`src/inc/sats_pkg.sv`:
```
// shared constants and carrier types for the smoke alarm timing sequencer
// assumes a single 100 MHz ref_clk; slot numbers index a 4096-period frame
package sats_pkg;

    // time base: the rc oscillator period is emulated by a divider
    localparam int CLK_PERIOD_NS  = 10;
    localparam int OSC_PERIOD_US  = 7900;   // typical oscillator period
    localparam int DISCH_MIN_US   = 94;     // discharge phase, least
    localparam int DISCH_MAX_US   = 116;    // discharge phase, most
    localparam int DISCH_NOM_US   = 105;    // discharge phase, nominal
    localparam int OSC_PERIOD_CYC = OSC_PERIOD_US * 1000 / CLK_PERIOD_NS;
    localparam int DISCH_CYC      = DISCH_NOM_US * 1000 / CLK_PERIOD_NS;

    // period frame and slot positions inside it
    localparam int              FRAME_W        = 12;
    localparam logic [11:0]     LED_STBY_SLOT  = 12'h000;
    localparam logic [11:0]     FAST_LED_MASK  = 12'h03f;
    localparam logic [11:0]     FAST_LED_SLOT  = 12'h000;
    localparam logic [11:0]     SMOKE_MASK     = 12'h3ff;
    localparam logic [11:0]     SMOKE_SLOT     = 12'h120;  // off flash grid
    localparam logic [11:0]     CHAMB_SLOT     = 12'h800;
    localparam logic [11:0]     LOWSUP_SLOT    = 12'h004;
    localparam logic [11:0]     LS_CHIRP_SLOT  = 12'h001;
    localparam logic [11:0]     CH_CHIRP_SLOT  = 12'h801;
    localparam logic [11:0]     PB_MASK        = 12'h07f;
    localparam logic [11:0]     PB_SLOT        = 12'h020;
    localparam logic [11:0]     IO_SAMPLE_SLOT = 12'h040;

    // confirmation counts
    localparam logic [1:0]      DET_CONFIRM    = 2'h2;
    localparam logic [1:0]      REMOTE_CONFIRM = 2'h2;

    // temporal horn pattern lengths in oscillator periods
    localparam logic [7:0]      SOUND_LEN      = 8'h40;
    localparam logic [7:0]      SHORT_GAP_LEN  = 8'h40;
    localparam logic [7:0]      LONG_GAP_LEN   = 8'hc0;

    // sensed levels from the analog side and the pins
    typedef struct packed {
        logic testButton;   // pushbutton level, high = pressed
        logic smokeDetect;  // comparator result at end of emitter pulse
        logic lowSupply;    // low-supply comparator result
        logic ioIn;         // interconnect line level
    } sats_sense_t;

endpackage

```
`src/core/sats_osc_div.sv`:
```
// divider that stands in for the rc oscillator: charge then discharge
// assumes PERIOD_CYC > DISCH_CYC >= 1 and a synchronous active-low reset
module sats_osc_div #(
    parameter int PERIOD_CYC = sats_pkg::OSC_PERIOD_CYC,
    parameter int DISCH_CYC  = sats_pkg::DISCH_CYC
) (
    input  wire logic ref_clk,
    input  wire logic rst_n,
    output logic      periodEnd,
    output logic      dischargeNext
);
    import sats_pkg::*;

    localparam int            CW         = $clog2(PERIOD_CYC);
    localparam logic [CW-1:0] LAST       = CW'(PERIOD_CYC - 1);
    localparam logic [CW-1:0] CHARGE_END = CW'(PERIOD_CYC - DISCH_CYC);

    logic [CW-1:0] phaseCnt_q;
    logic [CW-1:0] phaseCnt_d;
    int            sinceEnd;
    logic          seenEnd;

    // discharge is the tail of each period; the flag looks one cycle ahead
    assign periodEnd     = (phaseCnt_q == LAST);
    assign phaseCnt_d    = periodEnd ? '0 : phaseCnt_q + 1'b1;
    assign dischargeNext = (phaseCnt_d >= CHARGE_END);

    always_ff @(posedge ref_clk) begin
        if (!rst_n) begin
            phaseCnt_q <= '0;
        end else begin
            phaseCnt_q <= phaseCnt_d;
        end
    end

    // helper: cycles since the last period end, for the check below
    always_ff @(posedge ref_clk) begin
        if (!rst_n || periodEnd) begin
            sinceEnd <= 0;
        end else begin
            sinceEnd <= sinceEnd + 1;
        end
    end

    always_ff @(posedge ref_clk) begin
        if (!rst_n) begin
            seenEnd <= 1'b0;
        end else if (periodEnd) begin
            seenEnd <= 1'b1;
        end
    end
endmodule

```
`src/core/sats_temporal.sv`:
```
// temporal horn pattern: three bursts with short gaps, then a long gap
// assumes step is a one-cycle pulse once per oscillator period
module sats_temporal (
    input  wire logic ref_clk,
    input  wire logic rst_n,
    input  wire logic alarmOn,
    input  wire logic step,
    output logic      soundNext
);
    import sats_pkg::*;

    typedef enum logic [2:0] {
        BURST1, GAP1, BURST2, GAP2, BURST3, LONG_GAP
    } sats_seg_t;

    sats_seg_t  seg_q;
    logic [7:0] within_q;
    logic [7:0] segLen;
    logic       segDone;

    // length of the segment and whether it sounds
    always_comb begin
        segLen    = SOUND_LEN;
        soundNext = 1'b0;
        case (seg_q)
            BURST1, BURST2, BURST3: begin
                segLen    = SOUND_LEN;
                soundNext = alarmOn;
            end
            GAP1, GAP2: begin
                segLen = SHORT_GAP_LEN;
            end
            LONG_GAP: begin
                segLen = LONG_GAP_LEN;
            end
            default: begin
                segLen = SOUND_LEN;
            end
        endcase
    end

    assign segDone = step && (within_q == segLen - 8'h01);

    always_ff @(posedge ref_clk) begin
        if (!rst_n || !alarmOn) begin
            seg_q    <= BURST1;
            within_q <= '0;
        end else if (segDone) begin
            within_q <= '0;
            case (seg_q)
                BURST1:   seg_q <= GAP1;
                GAP1:     seg_q <= BURST2;
                BURST2:   seg_q <= GAP2;
                GAP2:     seg_q <= BURST3;
                BURST3:   seg_q <= LONG_GAP;
                default:  seg_q <= BURST1;
            endcase
        end else if (step) begin
            within_q <= within_q + 8'h01;
        end
    end
endmodule

```
`src/core/sats_sequencer.sv`:
```
// timing sequencer of a photoelectric smoke detector
// assumes sense inputs synchronous to ref_clk; pin levels handled outside
module sats_sequencer #(
    parameter int OSC_PERIOD_CYC = sats_pkg::OSC_PERIOD_CYC,
    parameter int DISCH_CYC      = sats_pkg::DISCH_CYC
) (
    input  wire logic                  ref_clk,
    input  wire logic                  rst_n,
    input  wire sats_pkg::sats_sense_t sense,
    output logic                       emitterDrive,
    output logic                       strobeOut,
    output logic                       indicatorOutput,
    output logic                       indicatorOutputOe,
    output logic                       hornDrive,
    output logic                       ioOut,
    output logic                       ioOe,
    output logic                       highGainCap,
    output logic                       normalGainCap,
    output logic                       hysteresisBoost
);
    import sats_pkg::*;

    logic               periodEnd;
    logic               dischargeNext;
    logic               soundNext;
    logic [FRAME_W-1:0] perCnt_q;
    logic [FRAME_W-1:0] perCnt_d;
    logic               testMode_q;
    logic               testMode_d;
    logic               localSmoke_q;
    logic               remoteSmoke_q;
    logic               lowFlag_q;
    logic               degraded_q;
    logic [1:0]         hitCnt_q;
    logic [1:0]         missCnt_q;
    logic [1:0]         remoteHits_q;
    logic               ioPrev_q;
    logic               ioEdge_q;
    logic               emitter_q;
    logic               strobe_q;
    logic               led_q;
    logic               horn_q;
    logic               ioDrive_q;
    logic               highGain_q;
    logic               normalGain_q;
    logic               boost_q;
    logic               emitSlot_q;
    logic               chambSlot_q;
    logic               lowSlot_q;
    logic               alarmNow;
    logic               smokeSlotN;
    logic               pbSlotN;
    logic               chambSlotN;
    logic               lowSlotN;
    logic               ledN;
    logic               chirpN;
    logic               ioSample;
    logic               detSample;
    int                 emitRun;

    sats_osc_div #(
        .PERIOD_CYC    (OSC_PERIOD_CYC),
        .DISCH_CYC     (DISCH_CYC)
    ) u_osc (
        .ref_clk       (ref_clk),
        .rst_n         (rst_n),
        .periodEnd     (periodEnd),
        .dischargeNext (dischargeNext)
    );

    sats_temporal u_temporal (
        .ref_clk   (ref_clk),
        .rst_n     (rst_n),
        .alarmOn   (alarmNow),
        .step      (periodEnd),
        .soundNext (soundNext)
    );

    // next-period frame position; button level at the period end sets the next period's test mode
    assign perCnt_d   = periodEnd ? perCnt_q + 1'b1 : perCnt_q;
    assign testMode_d = periodEnd ? sense.testButton : testMode_q;
    assign alarmNow   = localSmoke_q || remoteSmoke_q;

    // low-supply slot, only without local or remote smoke
    always_comb begin
        smokeSlotN = !testMode_d && ((perCnt_d & SMOKE_MASK) == SMOKE_SLOT);
        pbSlotN    = testMode_d && ((perCnt_d & PB_MASK) == PB_SLOT);
        chambSlotN = !localSmoke_q && !testMode_d && (perCnt_d == CHAMB_SLOT);
        lowSlotN   = !alarmNow && !testMode_d && (perCnt_d == LOWSUP_SLOT);
    end

    always_comb begin
        if (localSmoke_q || testMode_d) begin
            ledN = ((perCnt_d & FAST_LED_MASK) == FAST_LED_SLOT);
        end else begin
            ledN = !remoteSmoke_q && (perCnt_d == LED_STBY_SLOT);
        end
    end

    // trouble chirp slots; the low-supply one sits next to the flash
    assign chirpN = !alarmNow &&
                    ((lowFlag_q && perCnt_d == LS_CHIRP_SLOT) ||
                     (degraded_q && perCnt_d == CH_CHIRP_SLOT));

    always_ff @(posedge ref_clk) begin
        if (!rst_n) begin
            perCnt_q    <= '0;
            testMode_q  <= 1'b0;
            strobe_q    <= 1'b0;
            emitSlot_q  <= 1'b0;
            chambSlot_q <= 1'b0;
            lowSlot_q   <= 1'b0;
            led_q       <= 1'b0;
            horn_q      <= 1'b0;
            highGain_q  <= 1'b0;
            normalGain_q <= 1'b1;
        end else if (periodEnd) begin
            perCnt_q    <= perCnt_d;
            testMode_q  <= testMode_d;
            strobe_q    <= smokeSlotN || pbSlotN || chambSlotN || lowSlotN;
            emitSlot_q  <= smokeSlotN || pbSlotN || chambSlotN;
            chambSlot_q <= chambSlotN;
            lowSlot_q   <= lowSlotN;
            led_q       <= ledN;
            horn_q      <= alarmNow ? soundNext : chirpN;
            // high gain only for test and chamber check
            highGain_q  <= testMode_d || chambSlotN;
            normalGain_q <= !(testMode_d || chambSlotN);
        end
    end

    // emitter over the discharge phase only
    // hysteresis boost rides on the pulse
    always_ff @(posedge ref_clk) begin
        if (!rst_n) begin
            emitter_q <= 1'b0;
            boost_q   <= 1'b0;
        end else begin
            emitter_q <= dischargeNext && emitSlot_q && !led_q && !horn_q;
            boost_q   <= dischargeNext && emitSlot_q && !led_q && !horn_q &&
                         localSmoke_q && !highGain_q;
        end
    end

    // detection result is taken as the emitter pulse ends
    assign detSample = periodEnd && emitter_q && !chambSlot_q;

    // two confirmed hits raise local smoke, two misses drop it
    always_ff @(posedge ref_clk) begin
        if (!rst_n) begin
            hitCnt_q     <= '0;
            missCnt_q    <= '0;
            localSmoke_q <= 1'b0;
        end else if (detSample && sense.smokeDetect) begin
            missCnt_q <= '0;
            if (hitCnt_q != DET_CONFIRM) begin
                hitCnt_q <= hitCnt_q + 2'h1;
            end
            if (hitCnt_q == DET_CONFIRM - 2'h1) begin
                localSmoke_q <= 1'b1;
            end
        end else if (detSample) begin
            hitCnt_q <= '0;
            if (missCnt_q != DET_CONFIRM) begin
                missCnt_q <= missCnt_q + 2'h1;
            end
            if (missCnt_q == DET_CONFIRM - 2'h1) begin
                localSmoke_q <= 1'b0;
            end
        end
    end

    // trouble flags refreshed at the end of their own test periods
    always_ff @(posedge ref_clk) begin
        if (!rst_n) begin
            lowFlag_q  <= 1'b0;
            degraded_q <= 1'b0;
        end else if (periodEnd) begin
            if (lowSlot_q) begin
                lowFlag_q <= sense.lowSupply;
            end
            if (chambSlot_q && emitter_q) begin
                degraded_q <= !sense.smokeDetect;
            end
        end
    end

    // edge latch; own drive masks the input
    always_ff @(posedge ref_clk) begin
        if (!rst_n) begin
            ioPrev_q <= 1'b0;
            ioEdge_q <= 1'b0;
        end else begin
            ioPrev_q <= sense.ioIn;
            if (ioDrive_q) begin
                ioEdge_q <= 1'b0;
            end else if (sense.ioIn && !ioPrev_q) begin
                ioEdge_q <= 1'b1;  // an edge wins over the sample clear
            end else if (ioSample && !sense.ioIn) begin
                ioEdge_q <= 1'b0;
            end
        end
    end

    assign ioSample = periodEnd && !localSmoke_q && !testMode_q &&
                      ((perCnt_q & PB_MASK) == IO_SAMPLE_SLOT);

    // two samples with the line high start the remote alarm
    always_ff @(posedge ref_clk) begin
        if (!rst_n || ioDrive_q) begin
            remoteHits_q  <= '0;
            remoteSmoke_q <= 1'b0;
        end else if (ioSample && ioEdge_q && sense.ioIn) begin
            if (remoteHits_q != REMOTE_CONFIRM) begin
                remoteHits_q <= remoteHits_q + 2'h1;
            end
            if (remoteHits_q == REMOTE_CONFIRM - 2'h1) begin
                remoteSmoke_q <= 1'b1;
            end
        end else if (ioSample) begin
            remoteHits_q  <= '0;
            remoteSmoke_q <= 1'b0;
        end
    end

    // local smoke, real or simulated, drives the line
    always_ff @(posedge ref_clk) begin
        if (!rst_n) begin
            ioDrive_q <= 1'b0;
        end else begin
            ioDrive_q <= localSmoke_q;
        end
    end

    // outputs straight from flops; indicator is open drain, pulls low
    assign emitterDrive      = emitter_q;
    assign strobeOut         = strobe_q;
    assign indicatorOutput   = 1'b0;
    assign indicatorOutputOe = led_q;
    assign hornDrive         = horn_q;
    assign ioOut             = ioDrive_q;
    assign ioOe              = ioDrive_q;
    assign highGainCap       = highGain_q;
    // normal gain whenever high gain is off
    assign normalGainCap     = normalGain_q;
    assign hysteresisBoost   = boost_q;

    // helper: length of the current emitter pulse
    always_ff @(posedge ref_clk) begin
        if (!rst_n || !emitter_q) begin
            emitRun <= 0;
        end else begin
            emitRun <= emitRun + 1;
        end
    end
endmodule

```
`config.mk`:
```
export PLATFORM = sky130hd
export DESIGN_NAME = sats_sequencer
export DESIGN_NICKNAME = d
export VERILOG_FILES = /design/src/inc/sats_pkg.sv /design/src/core/sats_osc_div.sv /design/src/core/sats_temporal.sv /design/src/core/sats_sequencer.sv
export SDC_FILE = /design/constraint.sdc
export NUM_CORES = 1
export LEC_CHECK = 0
export BUFFER_PORTS_ARGS = -buffer_cell sky130_fd_sc_hd__buf_2
export CORE_ASPECT_RATIO = 0.5
export CORE_MARGIN = 2
export CORE_UTILIZATION = 55
export CTS_CLUSTER_DIAMETER = 50
export DETAILED_ROUTE_END_ITERATION = 7
export PLACE_DENSITY = 0.73
export SLEW_MARGIN = 10
export SYNTH_ARGS = -nofsm -noshare
export SYNTH_HDL_FRONTEND = slang
export SYNTH_HIERARCHICAL = 1
export SYNTH_SLANG_ARGS = --single-unit
```
`constraint.sdc`:
```
create_clock -name ref_clk -period 4.3 [get_ports ref_clk]
set_input_delay 0.43 -clock ref_clk [delete_from_list [all_inputs] [get_ports ref_clk]]
set_output_delay 0.43 -clock ref_clk [all_outputs]
set_load 0.01 [all_outputs]
```
* After elaboration in Yosys (flattened, before gate mapping)
Index checks and enable logic that the tools add are counted.
Word-level totals: register bits 67, bits of input ports 6, output and inout port bits 10, logic and storage cells 149
Cells by class: add/sub/neg operators 7, $lt $le $gt $ge 1, eq/ne operators 24, muxes and demuxes 23, bitwise logic cells 1, reduce and logical (&&, ||, !) cells 68
Operators with widths (number):
- logical AND 1 bit | 27
- == test 12 bit, second input constant | 2
- zero test 12 bit | 2
- adder 20 x 1 -> 20 bit, second input constant | 1
- == test 20 bit, second input constant | 1
- greater-or-equal comparator 20 bit, second input constant | 1
- two-way mux 20 bit | 1
- one-hot mux 3 bit (5 select lines) | 1
- zero test 1 bit | 14
- two-way mux 1 bit | 13
- adder 12 x 1 -> 12 bit, second input constant | 1
- == test 12 x 1 -> 1 bit, second input constant | 1
- == test 12 x 3 -> 1 bit, second input constant | 1
- two-way mux 12 bit | 1
- two-way mux 2 bit | 6
- AND reduction 2 bit | 6
- == test 10 x 9 -> 1 bit, second input constant | 1
- logical OR 1 bit | 9
- adder 8 x 1 -> 8 bit, second input constant | 1
- == test 8 bit | 1
- two-way mux 8 bit | 1
- != test 2 x 1 -> 1 bit, second input constant | 4
- nonzero test 2 bit | 4
- subtractor 8 x 1 -> 8 bit, second input constant | 1
- other kinds (13) | 23

* Logic depth before layout (Yosys ltp)
word-level depth 8, depth in mapped cells 13, gate-level depth less buffers 10

* Cells and area by module
Netlist, hierarchy kept.
Modules (own cells, without submodules):
- sats_sequencer | times used 1, cells each 237, area each 2060.7 µm², sequential area each 720.7 µm²
- sats_osc_div | times used 1, cells each 131, area each 1081.0 µm², sequential area each 400.4 µm²
- sats_temporal | times used 1, cells each 71, area each 679.4 µm², sequential area each 220.2 µm²

* Worst setup path after synthesis
OpenSTA, ideal clock, no wires.
path type register to register, start point reg u_osc.phaseCnt_q[13], end point reg strobe_q, in the netlist strobeOut, library setup time 77 ps, arrival time 3292 ps, data required time 4223 ps, slack 931 ps, stages on the path, launching flop included 12, buffers on the path 1, clock period less this slack 3369 ps, cell sequence dfxtp_1 or4b_1 or3_1 or4_4 clkinv_2 buf_4 nand3_4 nor3_1 xnor2_1 nand4bb_1 or4_4 a41oi_2
On the way: word-level cells in the longest chain between the ends 7, elaborated cells between the ends (all ways) 17, classes of those cells eq/ne: 5; mux: 2; reduce/logical: 10
Ends and longest elaborated chain:
- start, declared | RTL line sats_osc_div.sv:18 | logic [CW-1:0] phaseCnt_q;
- start signal, assigned | RTL line sats_osc_div.sv:32 | phaseCnt_q <= phaseCnt_d;
- == test 20 bit * | RTL line sats_osc_div.sv:24 | assign periodEnd = (phaseCnt_q == LAST);
- via periodEnd | RTL line sats_sequencer.sv:23 | logic periodEnd;
- two-way mux 12 bit or two-way mux 1 bit (tied branches) | RTL line sats_sequencer.sv:80, sats_sequencer.sv:81
- == test 10 x 9 -> 1 bit, or another cell as far along | RTL line sats_sequencer.sv:86 | smokeSlotN = !testMode_d && ((perCnt_d & SMOKE_MASK) == SMOKE_SLOT);
- logical AND 1 bit, on equally long branches | RTL line sats_sequencer.sv:86, sats_sequencer.sv:87, sats_sequencer.sv:88
- logical OR 1 bit or logical AND 1 bit (tied branches) | RTL line sats_sequencer.sv:120, sats_sequencer.sv:88
- logical OR 1 bit (2 in series) | RTL line sats_sequencer.sv:120 | strobe_q <= smokeSlotN || pbSlotN || chambSlotN || lowSlotN;
- end signal, assigned | RTL line sats_sequencer.sv:120
- end, declared | RTL line sats_sequencer.sv:40 | logic strobe_q;
The timed path passes the listed nets; every way through them passes the cells marked *. A chain may end at the register's enable or synchronous reset.

* Worst setup path after layout
start point reg u_osc.phaseCnt_q[8], end point reg strobe_q, in the netlist strobeOut
The elaborated chain is that of the path after synthesis.

==> impl_metrics.yaml <==
run_status:
  status: "finished clean"
pwr:
  ir_worst_vdd_mv: 0.229
  pwr_density_cell_nw_per_um2: 346
  finalPower_mw: 1.46
  p_leak_nw: 1.49
timing:
  final_max_slew_viol_count: 0
  clock_skew_ns: 0.00503
  timing.slew.headroom_pct: 50.5
  hold_violations: 0
  setup_violations: 0
  finalSetupTns_ns: 0
  pin_slew_with_the_least_headroom_to_its_limit_ns: 0.736
  achievable-frequency_mhz: 280
  finalCriticalPeriod_ns: 3.57
  fin_hold_ws_ns: 0.355
  grt_setup_unrepaired: "false"
  final.period_utilization_pct: 83.1
finish:
  layout-area-overhead-vs-synth_pct: 10.3
  fill_cells: 572
  seq_area_um2: 1340
  nNetsFinal: 458
  footprint_of_the_multi_input_gates_um2: 2290
  layout.core_utilization_pct: 62.9
  drive_above_1_share_pct: 14.1
  antenna-diode-count: 0
  layoutNonFillerInstCount: 539
detailed_routing:
  met3RoutedLength_um: 458
  avgViaCountPerCell: 5.92
  topmost_layer_with_routed_signal_wires: "met4"
  dr_total_vias: 3191
  detail_route.iter0.violations: 257
  wl_met2_um: 4020
  drt_pre_antenna_iters: 5
  route.layer.met1.wl_um: 3900
  wirelength_um: 8440
  routedWlPerCell_um: 15.7
  route.antenna.remaining_nets: 0
  route.detailed.drc: 0
critical_path:
  worstSetupPathType: "flop to flop"
  timing.critical_path.from_type: "flop"
  regToRegSetupSlack_ns: 0.73
  path_max_fanout: 6
  timing.critical_path.to_type: "flop"
  worstPathRequired_ns: 4.56
  arrival_ns: 3.83
placed_design:
  dp.cells: 523
  gp_routability_congestion: 0.860
  dp.final_hpwl_um: 5780
  portbufs: 14
yosys:
  sequential_cell_area_fraction_in_the_yosys_report_pct: 35.1
  synthesis.area_um2: 3820
  asyncSetResetFlopFracSynth_pct: 0
  synth.net_count: 455
  synthesis.yosys.warnings: 6
  synth_edf_count: 0
  yosys_register_bits: 67
  synth-main-ff-cell: "sky130_fd_sc_hd__dfxtp_1"
  syn_area_per_cell_um2: 8.70
  yosys.cell_types.count: 82
  postSynthCellCount: 439
grt:
  number_of_global_route_vias_before_repair: 3119
  grt_start_max_net_pins: 36
  initial_antenna_violation_count: 0
  total_overflow_reported_by_the_global_router: 0
  first_pass_grt_wire_length_um: 14700
  global_route_usage_sum_pct: 24.3
die:
  die_w_um: 122
  floorplan.die.height_um: 62.9
  num_io_pins: 16
  floorplan.initialDensity_pct: 57.0
  num_rows: 21
  fp.coreArea_um2: 6700
  floorplan.die_area_um2: 7670
clocking:
  cts_tree: "built"
  clock_transition_at_path_regs_ns: 0.05
  cts_max_path_buffers: 2
  number_of_h_tree_levels: 3
  postCtsSetupBuffers: 0
  numClockSinks: 67
  ctsResizeCount: 0
  number_of_buffers_created_by_cts: 9
  ctsRootBufferMaster: "sky130_fd_sc_hd__clkbuf_16"
  clk_latency_ns: 0.34
  cts_hold_buffers: 0
hold_path:
  hp-class: "input pin to flop"
run:
  max_cap_viols: 0
layout make-up:
cell class	instances	area share, %
Multi-Input combinational cell	333	54.3
Sequential cell	67	31.8
Clock buffer	12	6.08
Inverter	16	1.45
Clock inverter	4	1.72
Tap cell	92	2.73
Timing Repair Buffer	15	1.84
routing by layer:
| metal | GRT usage, % | up-vias |
|---|---|---|
| met5 | 0 | - |
| met3 | 8.49 | 6 |
| met2 | 39.9 | 89 |
| li1 | - | 1579 |
| met1 | 30.3 | 1517 |
| met4 | 6.75 | 0 |
placed cells by master, fill, tap and decap left out, types with 14 or more instances in the layout:
cell | synthesis | routed
sky130_fd_sc_hd__nand2_1 | 41 | 41
sky130_fd_sc_hd__nand3_1 | 18 | 18
sky130_fd_sc_hd__inv_1 | 15 | 15
sky130_fd_sc_hd__a21oi_1 | 14 | 14
sky130_fd_sc_hd__dfxtp_1 | 67 | 67
sky130_fd_sc_hd__nor2_1 | 43 | 43
sky130_fd_sc_hd__buf_2 | 8 | 14
sky130_fd_sc_hd__xnor2_1 | 19 | 19
sky130_fd_sc_hd__xor2_1 | 17 | 17
power breakdown:
part | switching [mW] | internal, mW
Combinational | 0.0146 | 0.00647
Sequential | 0.00375 | 0.625
Clock | 0.270 | 0.538
synthesized netlist by cell type, drive strengths merged, types with 3 or more instances:
| cell | instances | area [µm²] |
|---|---|---|
| a21oi | 19 | 114 |
| nor2b | 3 | 18.8 |
| or2 | 3 | 18.8 |
| a211oi | 3 | 22.5 |
| and4 | 5 | 43.8 |
| nand4b | 3 | 26.3 |
| nand4 | 12 | 111 |
| and3 | 4 | 26.3 |
| nand3 | 21 | 128 |
| mux2i | 4 | 40.0 |
| or4 | 5 | 45.0 |
| and2 | 11 | 68.8 |
| nand2 | 41 | 154 |
| nor2 | 43 | 161 |
| nor4 | 11 | 96.3 |
| a41oi | 3 | 33.8 |
| nor3 | 12 | 65.1 |
| buf | 14 | 92.6 |
| dfxtp | 67 | 1340 |
| xnor2 | 19 | 166 |
| a21o | 3 | 30.0 |
| ha | 10 | 125 |
| a31oi | 6 | 37.5 |
| clkbuf | 9 | 35.0 |
| nand2b | 11 | 68.8 |
| or3 | 4 | 25.0 |
| inv | 15 | 56.3 |
| o21ai | 12 | 60.1 |
| xor2 | 17 | 149 |
| nand3b | 4 | 42.5 |
| a22oi | 4 | 45.1 |
logic make-up after synthesis:
| kind of cell | after synthesis | synth area share (%) |
|---|---|---|
| and+or+nand+nor | 202 | 31.1 |
| AOI/OAI and AO/OA | 78 | 15.5 |
| DFF | 67 | 35.1 |
| buffers and inverters | 39 | 4.94 |
| xor gates and xnor gates | 36 | 8.25 |
| adders and majority gates | 10 | 3.27 |
| muxes | 6 | 1.74 |
| other | 1 | 0.0981 |
stage by stage:
step	instance area (µm²)	worst slack (ns)
floorplan	3820	0.931
global placement	3890	0.898
detailed placement	3890	0.785
CTS	4220	0.765
global route	4220	0.574
finish	4220	0.725
state kept, by name (all words and copies together), names as in the netlist, 2 cells and up:
name	flops
hitCnt_q	2
missCnt_q	2
perCnt_q	12
remoteHits_q	2
u_osc/phaseCnt_q	20
u_temporal/seg_q	3
u_temporal/within_q	8
worst max-delay path, stage by stage, from the launching register on:
cell                        delay [ns]
sky130_fd_sc_hd__dfxtp_1          0.43
sky130_fd_sc_hd__or4b_1           0.45
sky130_fd_sc_hd__or3_1            0.32
sky130_fd_sc_hd__or4_4            0.58
sky130_fd_sc_hd__clkinv_2         0.12
sky130_fd_sc_hd__nand3_4          0.11
sky130_fd_sc_hd__nor3_1           0.27
sky130_fd_sc_hd__xnor2_1          0.23
sky130_fd_sc_hd__nand4bb_1        0.23
sky130_fd_sc_hd__or4_4            0.55
sky130_fd_sc_hd__a41oi_2          0.20
worst paths after layout:
| kind | startpoint | to | depth (start not counted) |
|---|---|---|---|
| min reg2reg | lowFlag_q | lowFlag_q | 2 |
| max | u_osc/phaseCnt_q[8] | strobeOut | 10 |
| max reg2reg | u_osc/phaseCnt_q[8] | strobeOut | 10 |
| min | sense[1] | lowFlag_q | 3 |
Note: power is estimated with default switching activity, not from simulation.
